<file path="config.mk">
export PLATFORM = sky130hd
export DESIGN_NAME = mcs_cutoff
export DESIGN_NICKNAME = d
export VERILOG_FILES = /design/src/logic/mcs_pkg.sv /design/src/logic/mcs_cutoff.sv
export VERILOG_INCLUDE_DIRS = /design/src /design/src/logic
export SDC_FILE = /design/constraint.sdc
export NUM_CORES = 2
export LEC_CHECK = 0
export BUFFER_PORTS_ARGS = -buffer_cell sky130_fd_sc_hd__buf_2
export CORE_MARGIN = 2
export CORE_UTILIZATION = 35
export DETAILED_ROUTE_END_ITERATION = 10
export GPL_ROUTABILITY_DRIVEN = 0
export HOLD_SLACK_MARGIN = 0.08
export SYNTH_ARGS = -nofsm -noshare
export SYNTH_HDL_FRONTEND = slang
export SYNTH_SLANG_ARGS = --single-unit
</file>
<file path="constraint.sdc">
create_clock -name clk -period 17 [get_ports clk]
set_clock_uncertainty 0.05 [all_clocks]
set_input_delay 3.4 -clock clk [delete_from_list [all_inputs] [get_ports clk]]
set_output_delay 3.4 -clock clk [all_outputs]
set_load 0.02 [all_outputs]
</file>
<file path="src/logic/mcs_map.svh">
// constants of the monitoring case cut-off logic
`ifndef MCS_MAP_SVH
`define MCS_MAP_SVH
// ----------------------------------------------------------------
// sizes
// ----------------------------------------------------------------
`define MCS_NTAB        2
`define MCS_NCASE       8
`define MCS_NPATH       4
`define MCS_NIN         4
`define MCS_CASE_W      3
`define MCS_SPD_W       16
// ----------------------------------------------------------------
// register byte offsets
// ----------------------------------------------------------------
`define MCS_A_CTRL      8'h00
`define MCS_A_STATUS    8'h04
`define MCS_A_ACTIVE    8'h08
`define MCS_A_PATHS     8'h0C
`define MCS_A_INPUTS    8'h10
`define MCS_A_SPEED     8'h14
`define MCS_A_TOL       8'h18
`define MCS_A_PMAP      8'h1C
`define MCS_A_CASE0     8'h40
`define MCS_A_SPDLO0    8'h80
`define MCS_A_SPDHI0    8'hC0
// ----------------------------------------------------------------
// control fields
// ----------------------------------------------------------------
`define MCS_C_RUN       0
`define MCS_C_ANTI      1
`define MCS_C_SPDMODE   3:2
`define MCS_C_RESTART   4
`define MCS_C_RSTOVR    11:8
`define MCS_C_SEQEN     12
// ----------------------------------------------------------------
// case word fields: enable, sleep, input pattern, behaviours, successors
// ----------------------------------------------------------------
`define MCS_K_EN        0
`define MCS_K_SLEEP     1
`define MCS_K_PAT       5:2
`define MCS_K_CARE      9:6
`define MCS_K_BEH       17:10
`define MCS_K_S0        20:18
`define MCS_K_S0V       21
`define MCS_K_S1        24:22
`define MCS_K_S1V       25
`define MCS_K_FIELD     29:26
// ----------------------------------------------------------------
// timing
// ----------------------------------------------------------------
`define MCS_CLK_HZ      25000000
`define MCS_MISM_S      60
`endif

</file>
<file path="src/logic/mcs_pkg.sv">
// types of the monitoring case cut-off logic
package mcs_pkg;
  typedef enum logic [1:0] {MCS_WAIT, MCS_RUN, MCS_ERR} mcs_state_t;
  typedef enum logic [1:0] {MCS_B_FIELD, MCS_B_OFF, MCS_B_ONNS, MCS_B_ONS} mcs_beh_t;
  typedef enum logic [1:0] {MCS_SP_NONE, MCS_SP_RANGE, MCS_SP_LIMIT} mcs_spd_t;
  typedef struct packed {
    logic [1:0]  htrans;
    logic        hwrite;
    logic [2:0]  hsize;
    logic [31:0] haddr;
  } mcs_ahb_req_t;
endpackage

</file>
<file path="src/logic/mcs_cutoff.sv">
// monitoring case selection and cut-off path logic with ahb-lite registers
`timescale 1ns/100ps
`include "mcs_map.svh"
// ----------------------------------------------------------------
// Functional notes
// - each path belongs to one table only
// - no case after start: outputs off, waiting
// - case lost while running: outputs off, error
// - sleep case present: enter sleep
// - case active only for its exact inputs
// - range mode: speed inside range selects case
// - limit mode: speed out of range, safety off
// - limit mode: encoder mismatch ignored for 60 seconds
// - one cut-off path per field
// - global restart interlock, per-output override
// - forced-off path held off
// - non-safe forced-on: safety off, non-safety on
// - safe forced-on path stays on
// - unassigned path defaults to forced-off
// - illegal successor case: safety outputs off
// - antivalent channels not inverted: off, error
// ----------------------------------------------------------------
module mcs_cutoff
  import mcs_pkg::*;
#(
  parameter int unsigned MISM_CYC = `MCS_MISM_S * `MCS_CLK_HZ
) (
  // clock and reset
  input  wire logic                    clk,
  input  wire logic                    resetn,
  // ahb-lite slave
  input  wire logic                    hsel,
  input  wire logic [31:0]             haddr,
  input  wire logic [1:0]              htrans,
  input  wire logic                    hwrite,
  input  wire logic [2:0]              hsize,
  input  wire logic [31:0]             hwdata,
  input  wire logic                    hready,
  output logic      [31:0]             hrdata,
  output logic                         hreadyout,
  output logic                         hresp,
  // static control inputs, two channels each
  input  wire logic [`MCS_NIN-1:0]     ctl_a,
  input  wire logic [`MCS_NIN-1:0]     ctl_b,
  // speed from two encoders
  input  wire logic [`MCS_SPD_W-1:0]   speed_a,
  input  wire logic [`MCS_SPD_W-1:0]   speed_b,
  // field evaluation, one bit per field, high when an object is seen
  input  wire logic [`MCS_NPATH-1:0]   field_hit,
  // restart command
  input  wire logic                    restart_req,
  // outputs
  output logic      [`MCS_NPATH-1:0]   safe_out,
  output logic      [`MCS_NPATH-1:0]   nonsafe_out,
  output logic                         sleep_mode,
  output logic                         wait_inputs,
  output logic                         error_flag
);

  // ----------------------------------------------------------------
  // registers
  // ----------------------------------------------------------------
  logic [31:0]            ctrl;                              // control word
  logic [31:0]            tol;                               // speed tolerance
  logic [`MCS_NPATH-1:0]  pmap;                              // path to table map
  logic [31:0]            case_cfg [`MCS_NTAB*`MCS_NCASE];   // case words
  logic [`MCS_SPD_W-1:0]  spd_lo   [`MCS_NTAB*`MCS_NCASE];   // range low
  logic [`MCS_SPD_W-1:0]  spd_hi   [`MCS_NTAB*`MCS_NCASE];   // range high
  mcs_state_t             state;                             // run state
  logic [`MCS_CASE_W-1:0] act      [`MCS_NTAB];              // active case
  logic [`MCS_NTAB-1:0]   act_ok;                            // table has case
  logic [`MCS_NPATH-1:0]  latch_off;                         // restart interlock
  logic [31:0]            mism_cnt;                          // mismatch timer
  logic                   seq_bad;                           // sequence fault
  mcs_ahb_req_t           ap;                                // latched address phase
  logic                   ap_v;                              // data phase pending

  // ----------------------------------------------------------------
  // helpers
  // ----------------------------------------------------------------
  // index of a case word
  function automatic int cidx(input int t, input int c);
    return t * `MCS_NCASE + c;
  endfunction

  // absolute difference of two speeds
  function automatic logic [`MCS_SPD_W-1:0] sdiff(input logic [`MCS_SPD_W-1:0] a,
                                                  input logic [`MCS_SPD_W-1:0] b);
    return (a > b) ? a - b : b - a;
  endfunction

  // ----------------------------------------------------------------
  // case selection
  // ----------------------------------------------------------------
  logic [`MCS_SPD_W-1:0]  speed;                             // lower of both
  logic                   anti_bad;                          // channel fault
  logic [`MCS_CASE_W-1:0] sel      [`MCS_NTAB];              // selected case
  logic [`MCS_NTAB-1:0]   sel_ok;                            // exactly one hit
  logic [`MCS_NTAB-1:0]   sel_sleep;                         // sleep case hit
  logic [`MCS_NTAB-1:0]   spd_out;                           // limit violation
  logic                   mism_hold;                         // mismatch too long
  mcs_spd_t               smode;                             // speed mode
  logic [`MCS_NPATH-1:0]  rst_ovr;                           // per-path interlock flip

  assign rst_ovr   = ctrl[`MCS_C_RSTOVR];

  assign smode     = mcs_spd_t'(ctrl[`MCS_C_SPDMODE]);
  assign speed     = (speed_a < speed_b) ? speed_a : speed_b;
  assign anti_bad  = ctrl[`MCS_C_ANTI] && ((ctl_a ^ ctl_b) != {`MCS_NIN{1'b1}});
  assign mism_hold = (mism_cnt >= MISM_CYC);

  // per table, find the unique case whose conditions match
  always_comb begin
    int    k;
    int    hits;
    logic  m;
    logic  inr;
    k    = 0;
    hits = 0;
    m    = 1'b0;
    inr  = 1'b0;
    for (int t = 0; t < `MCS_NTAB; t++) begin
      sel[t]       = '0;
      sel_sleep[t] = 1'b0;
      spd_out[t]   = 1'b0;
      hits         = 0;
      for (int c = 0; c < `MCS_NCASE; c++) begin
        k   = cidx(t, c);
        inr = (speed >= spd_lo[k]) && (speed <= spd_hi[k]);
        // exact masked input pattern
        m   = case_cfg[k][`MCS_K_EN] &&
              (((ctl_a ^ case_cfg[k][`MCS_K_PAT]) & case_cfg[k][`MCS_K_CARE]) == '0);
        if (smode == MCS_SP_RANGE)
          m = m && inr;
        if (m) begin
          hits   = hits + 1;
          sel[t] = c[`MCS_CASE_W-1:0];
          if (case_cfg[k][`MCS_K_SLEEP])
            sel_sleep[t] = 1'b1;
          if (smode == MCS_SP_LIMIT && !inr)
            spd_out[t] = 1'b1;
        end
      end
      sel_ok[t] = (hits == 1) && !anti_bad;
    end
  end

  // ----------------------------------------------------------------
  // encoder mismatch timer
  // ----------------------------------------------------------------
  always_ff @(posedge clk) begin
    if (!resetn)
      mism_cnt <= '0;
    else if (smode != MCS_SP_LIMIT || sdiff(speed_a, speed_b) <= tol[`MCS_SPD_W-1:0])
      mism_cnt <= '0;
    else if (!mism_hold)
      mism_cnt <= mism_cnt + 32'h00000001;
  end

  // ----------------------------------------------------------------
  // run state: waiting, running, error
  // ----------------------------------------------------------------
  always_ff @(posedge clk) begin
    if (!resetn)
      state <= MCS_WAIT;
    else if (!ctrl[`MCS_C_RUN])
      state <= MCS_WAIT;
    else begin
      unique case (state)
        MCS_WAIT: if (&sel_ok) state <= MCS_RUN;
        MCS_RUN:  if (!(&sel_ok)) state <= MCS_ERR;
        MCS_ERR:  if (restart_req && (&sel_ok)) state <= MCS_RUN;
      endcase
    end
  end

  // active case per table and successor check
  always_ff @(posedge clk) begin
    if (!resetn) begin
      act_ok  <= '0;
      seq_bad <= 1'b0;
      for (int t = 0; t < `MCS_NTAB; t++)
        act[t] <= '0;
    end else begin
      act_ok <= sel_ok;
      // restart clears first so a fault in the same cycle still sets
      if (restart_req)
        seq_bad <= 1'b0;
      for (int t = 0; t < `MCS_NTAB; t++) begin
        if (sel_ok[t] && act_ok[t] && sel[t] != act[t] && ctrl[`MCS_C_SEQEN]) begin
          // successor must be one of up to two listed, or unrestricted
          automatic logic [31:0] w = case_cfg[cidx(t, int'(act[t]))];
          if ((w[`MCS_K_S0V] || w[`MCS_K_S1V]) &&
              !(w[`MCS_K_S0V] && w[`MCS_K_S0] == sel[t]) &&
              !(w[`MCS_K_S1V] && w[`MCS_K_S1] == sel[t]))
            seq_bad <= 1'b1;
        end
        if (sel_ok[t])
          act[t] <= sel[t];
      end
    end
  end

  // ----------------------------------------------------------------
  // cut-off paths
  // ----------------------------------------------------------------
  logic [`MCS_NPATH-1:0] next_safe;                          // path safety level
  logic [`MCS_NPATH-1:0] next_ns;                            // path non-safety level

  always_comb begin
    int       t;
    mcs_beh_t b;
    logic     fld;
    t   = 0;
    b   = MCS_B_OFF;
    fld = 1'b0;
    for (int p = 0; p < `MCS_NPATH; p++) begin
      t   = int'(pmap[p]);
      b   = mcs_beh_t'(2'(case_cfg[cidx(t, int'(act[t]))][`MCS_K_BEH] >> (2 * p)));
      fld = 1'(case_cfg[cidx(t, int'(act[t]))][`MCS_K_FIELD] >> p);
      if (b == MCS_B_FIELD && !fld)
        b = MCS_B_OFF;
      unique case (b)
        MCS_B_FIELD: begin
          next_safe[p] = !field_hit[p];
          next_ns[p]   = !field_hit[p];
        end
        MCS_B_OFF: begin
          next_safe[p] = 1'b0;
          next_ns[p]   = 1'b0;
        end
        MCS_B_ONNS: begin
          next_safe[p] = 1'b0;
          next_ns[p]   = 1'b1;
        end
        MCS_B_ONS: begin
          next_safe[p] = 1'b1;
          next_ns[p]   = 1'b1;
        end
      endcase
    end
  end

  // restart interlock: a path whose safety level dropped keeps its safety output off until restart
  always_ff @(posedge clk) begin
    if (!resetn)
      latch_off <= '0;
    else
      for (int p = 0; p < `MCS_NPATH; p++) begin
        // a path still low keeps its latch even while restart is asked
        if ((ctrl[`MCS_C_RESTART] ^ rst_ovr[p]) && !next_safe[p])
          latch_off[p] <= 1'b1;
        else if (restart_req)
          latch_off[p] <= 1'b0;
      end
  end

  // output flops
  always_ff @(posedge clk) begin
    if (!resetn) begin
      safe_out    <= '0;
      nonsafe_out <= '0;
      sleep_mode  <= 1'b0;
      wait_inputs <= 1'b1;
      error_flag  <= 1'b0;
    end else begin
      wait_inputs <= (state == MCS_WAIT);
      error_flag  <= (state == MCS_ERR) || anti_bad;
      sleep_mode  <= (state == MCS_RUN) && (|sel_sleep);
      if (state != MCS_RUN || !(&sel_ok)) begin
        safe_out    <= '0;
        nonsafe_out <= '0;
      end else begin
        safe_out    <= (seq_bad || (|spd_out) || mism_hold) ? '0 :
                       next_safe & ~latch_off;
        nonsafe_out <= next_ns;
      end
    end
  end

  // ----------------------------------------------------------------
  // ahb-lite slave, zero wait states
  // ----------------------------------------------------------------
  assign hreadyout = 1'b1;
  assign hresp     = 1'b0;

  // address phase capture
  always_ff @(posedge clk) begin
    if (!resetn) begin
      ap_v <= 1'b0;
      ap   <= '0;
    end else if (hready) begin
      ap_v <= hsel && htrans[1];
      ap   <= '{htrans: htrans, hwrite: hwrite, hsize: hsize, haddr: haddr};
    end
  end

  // register writes in the data phase
  always_ff @(posedge clk) begin
    if (!resetn) begin
      ctrl <= '0;
      tol  <= '0;
      pmap <= '0;
      for (int i = 0; i < `MCS_NTAB*`MCS_NCASE; i++) begin
        case_cfg[i] <= '0;
        spd_lo[i]   <= '0;
        spd_hi[i]   <= '0;
      end
    end else if (ap_v && ap.hwrite) begin
      unique case (ap.haddr[7:6])
        2'h1: case_cfg[ap.haddr[5:2]] <= hwdata;
        2'h2: spd_lo[ap.haddr[5:2]]   <= hwdata[`MCS_SPD_W-1:0];
        2'h3: spd_hi[ap.haddr[5:2]]   <= hwdata[`MCS_SPD_W-1:0];
        2'h0: begin
          if (ap.haddr[7:0] == `MCS_A_CTRL) ctrl <= hwdata;
          if (ap.haddr[7:0] == `MCS_A_TOL)  tol  <= hwdata;
          if (ap.haddr[7:0] == `MCS_A_PMAP) pmap <= hwdata[`MCS_NPATH-1:0];
        end
      endcase
    end
  end

  // read mux, unmapped reads return zero
  always_comb begin
    hrdata = '0;
    if (ap_v && !ap.hwrite) begin
      unique case (ap.haddr[7:6])
        2'h1: hrdata = case_cfg[ap.haddr[5:2]];
        2'h2: hrdata = {16'h0000, spd_lo[ap.haddr[5:2]]};
        2'h3: hrdata = {16'h0000, spd_hi[ap.haddr[5:2]]};
        2'h0: begin
          unique case (ap.haddr[7:0])
            `MCS_A_CTRL:   hrdata = ctrl;
            `MCS_A_STATUS: hrdata = {27'h0000000, seq_bad, sleep_mode, error_flag,
                                     wait_inputs, state == MCS_RUN};
            `MCS_A_ACTIVE: hrdata = {22'h000000, act_ok, 1'b0, act[1], 1'b0, act[0]};
            `MCS_A_PATHS:  hrdata = {24'h000000, nonsafe_out, safe_out};
            `MCS_A_INPUTS: hrdata = {24'h000000, ctl_b, ctl_a};
            `MCS_A_SPEED:  hrdata = {speed_b, speed_a};
            `MCS_A_TOL:    hrdata = tol;
            `MCS_A_PMAP:   hrdata = {28'h0000000, pmap};
            default:       hrdata = '0;
          endcase
        end
      endcase
    end
  end

endmodule

</file>
==> results.md <==
* DIE HEIGHT at about 460 µm
* WHS Path Cells at 2
* Core area at 207000 µm²
* Delay of the slowest critical-path stage at 690 ps
* First-pass GRT wire length at 368000 µm
* PwrDens at 96.6 nW/µm²
* Hpwl dp at 172000 µm
* Unrepaired setup endpoints after global routing: no
* DRC at 0
* Max-slew violation count at 0
* FF-to-FF path depth at 33
* Setup WS pre-CTS at ~2600 ps
* Critical path class: in2reg
* Post-Syn Instances at 6162
* Storage cell area at 33700 µm²
* Setup Viol. Count Final at 0
* Multi-input gate area at 35900 µm²
* Longest Clk Path Bufs at 3
* Initial antenna violation count at 29
* Largest fanout on the critical path at 19
* Hold Path Class: reg2reg
* Min Tclk post-route at 13770 ps
* Initial DRC count at between 6000 and 7000
* IO Count at 164
* Max-Cap Viols at 0
* H-tree depth at 4
* Die extent in x at 460 µm
* Ys flop type: edfxtp_1
* Initial Util at 0.351
* Fraction of registers with async set/reset at 0
* Maximum vdd drop at 0.0831 mV
* Post-CTS setup buffers at 0
* Die footprint at 211000 µm²
* Final Cell Area at around 80000 µm²
* Total Wirelength at roughly 260000 µm
* PortBufs at 133
* Most common cell in the netlist: and2_1
* Setup ws final at 3230 ps
* Period utilisation layout at 0.810
* Routed via count at 52400
* Synth area leader: edfxtp_1
* Worst Setup End Kind: flop
* Worst slew pin tran at 1360 ps
* Largest cells by area after synthesis: edfxtp_1, mux4_2, ha_1
* Final hold vios at 0
* # clock sinks at 1168
* Yosys warns at 0
* Area of the mapped netlist at just over 70000 µm²
* Area grow syn2layout at 12.3%
* Share of cells above drive strength 1 at 0.161
* Final TNS setup at 0 ps
* Wire per inst at 28.5 µm
* Synth cell types at 88
* Commonest cells in the netlist: and2_1, edfxtp_1, inv_1
* First-pass iteration count of the detailed router at 8
* CP max-delay cell: o221a_2
* CTS tree: built
* # resized after CTS at 0
* Reg clk slew, reported paths at 60 ps
* Fillers at 19500
* EDFF count, synth at slightly above 1000
* CP dominant cell by count: ha_1
* Relative slew margins at 0.0921
* ANT nets after route at 0
* Post-CTS Hold Fix Bufs at 0
* Static leakage at 31.6 nW
* Crit start category: input pin
* CP arrival at about 14000 ps
* DP Area at 77100 µm²
* CTS Buf Count at approximately 140
* Post-DR vias/cell at 5.79
* GRT Overall Usage at 0.241
* CP required at approximately 17000 ps
* Post-synth top area share at 0.426
* Clk_lat worst skew at 810 ps
* Row count at 167
* Avg Cell Area, Syn at 11.8 µm²
* GRT overflow at 0
* Synthesized flop and latch total at 1168
* CTS Root Cell: clkbuf_16
* Fmax at between 0.07 and 0.08 GHz
* Status: finished, final reports clean
* Fraction of the yosys area taken by sequential cells at 0.464
* Post-Syn Nets at about 6900
* Vias in the first global route at 51800
* Largest net degree at the start of global routing at between 100 and 150
* Fin nets at 6923
[per-stage QoR]
step                instances   util  total power [mW]  hold slack, ps
finish                   9054  0.395              7.88             375
global route             9048  0.394              8.13             387
detailed placement       8789  0.373              4.93             368
CTS                      9039  0.394              7.88             376
floorplan                6162      -              4.31             358
global placement         8789  0.373              4.89             368
[layout by cell type (no fill, tap or decap), drive strengths merged, types with 67 or more instances in the layout]
cell type | netlist | layout
nor2b | 67 | 67
inv | 596 | 605
dfxtp | 138 | 138
nand2 | 341 | 341
nor2 | 190 | 190
a21o | 99 | 99
ha | 576 | 576
buf | 42 | 292
and2 | 1039 | 1039
xor2 | 92 | 92
nand3 | 73 | 73
nand4 | 87 | 87
a21oi | 224 | 224
edfxtp | 1030 | 1030
mux4 | 412 | 412
a21boi | 75 | 75
clkbuf | 327 | 177
o21ai | 152 | 152
[where the power goes]
part / internal, mW / switching, mW
logic: 0.624 / 1.01
clock network: 1.66 / 1.31
registers: 3.21 / 0.0699
total: 5.50 / 2.39
[sequential cells by signal, summed over array words and instances, names as in the netlist, 6 cells and up, named ones only]
name and flops:
act 6, ctrl 32, ap 9, case_cfg 512, spd_lo 256, tol 32, spd_hi 256, mism_cnt 32
[area by class of cell]
type                            count  area share
Multi-Input combinational cell   4029       0.440
Sequential cell                  1168       0.413
Clock buffer                      177      0.0456
Tap cell                         2704      0.0415
Inverter                          596      0.0274
Timing Repair Buffer              292      0.0233
Clock inverter                     73     0.00889
Antenna cell                       15    0.000460
[cells by family (layout without fill, tap and decap cells)]
family,count (synthesis),count (layout),synth area share
other,2,17,0.000103
AO/OA/AOI/OAI,862,862,0.0805
XOR/XNOR,144,144,0.0180
adder cells (fa/ha/maj),578,578,0.0997
buffers and inverters,965,1138,0.0501
flip-flops,1168,1168,0.464
AND/OR/NAND/NOR,1954,1954,0.150
multiplexers,489,489,0.139
[final timing paths]
| kind | startpoint | endpoint | slack (ps) |
|---|---|---|---|
| hold reg to reg | mism_cnt[31] | mism_cnt[31] | 370 |
| hold / removal | mism_cnt[31] | mism_cnt[31] | 370 |
| setup reg to reg | spd_hi[8][9] | act[1][0] | 8910 |
| setup / recovery | speed_a[0] | act[1][0] | 3230 |
[metal layers]
metal / vias to the layer above / track usage / wire (µm) / part of all wire
li1: 22600 / - / - / -
met2: 2758 / 0.377 / 117000 / 0.45
met3: 624 / 0.0497 / 23500 / 0.091
met5: - / 0 / 46 / 0.00018
met4: 8 / 0.143 / 17300 / 0.067
met1: 26500 / 0.309 / 101000 / 0.39
[worst max-delay path: cells and delay by family]
family / cells / cell delay [ps]
xor+xnor: 2 / 560
simple gates: 9 / 1200
fa+ha+maj: 9 / 2630
compound gates: 14 / 4540
mux: 3 / 630
buf+inv: 6 / 1190
(Power assumes the default switching activity.)
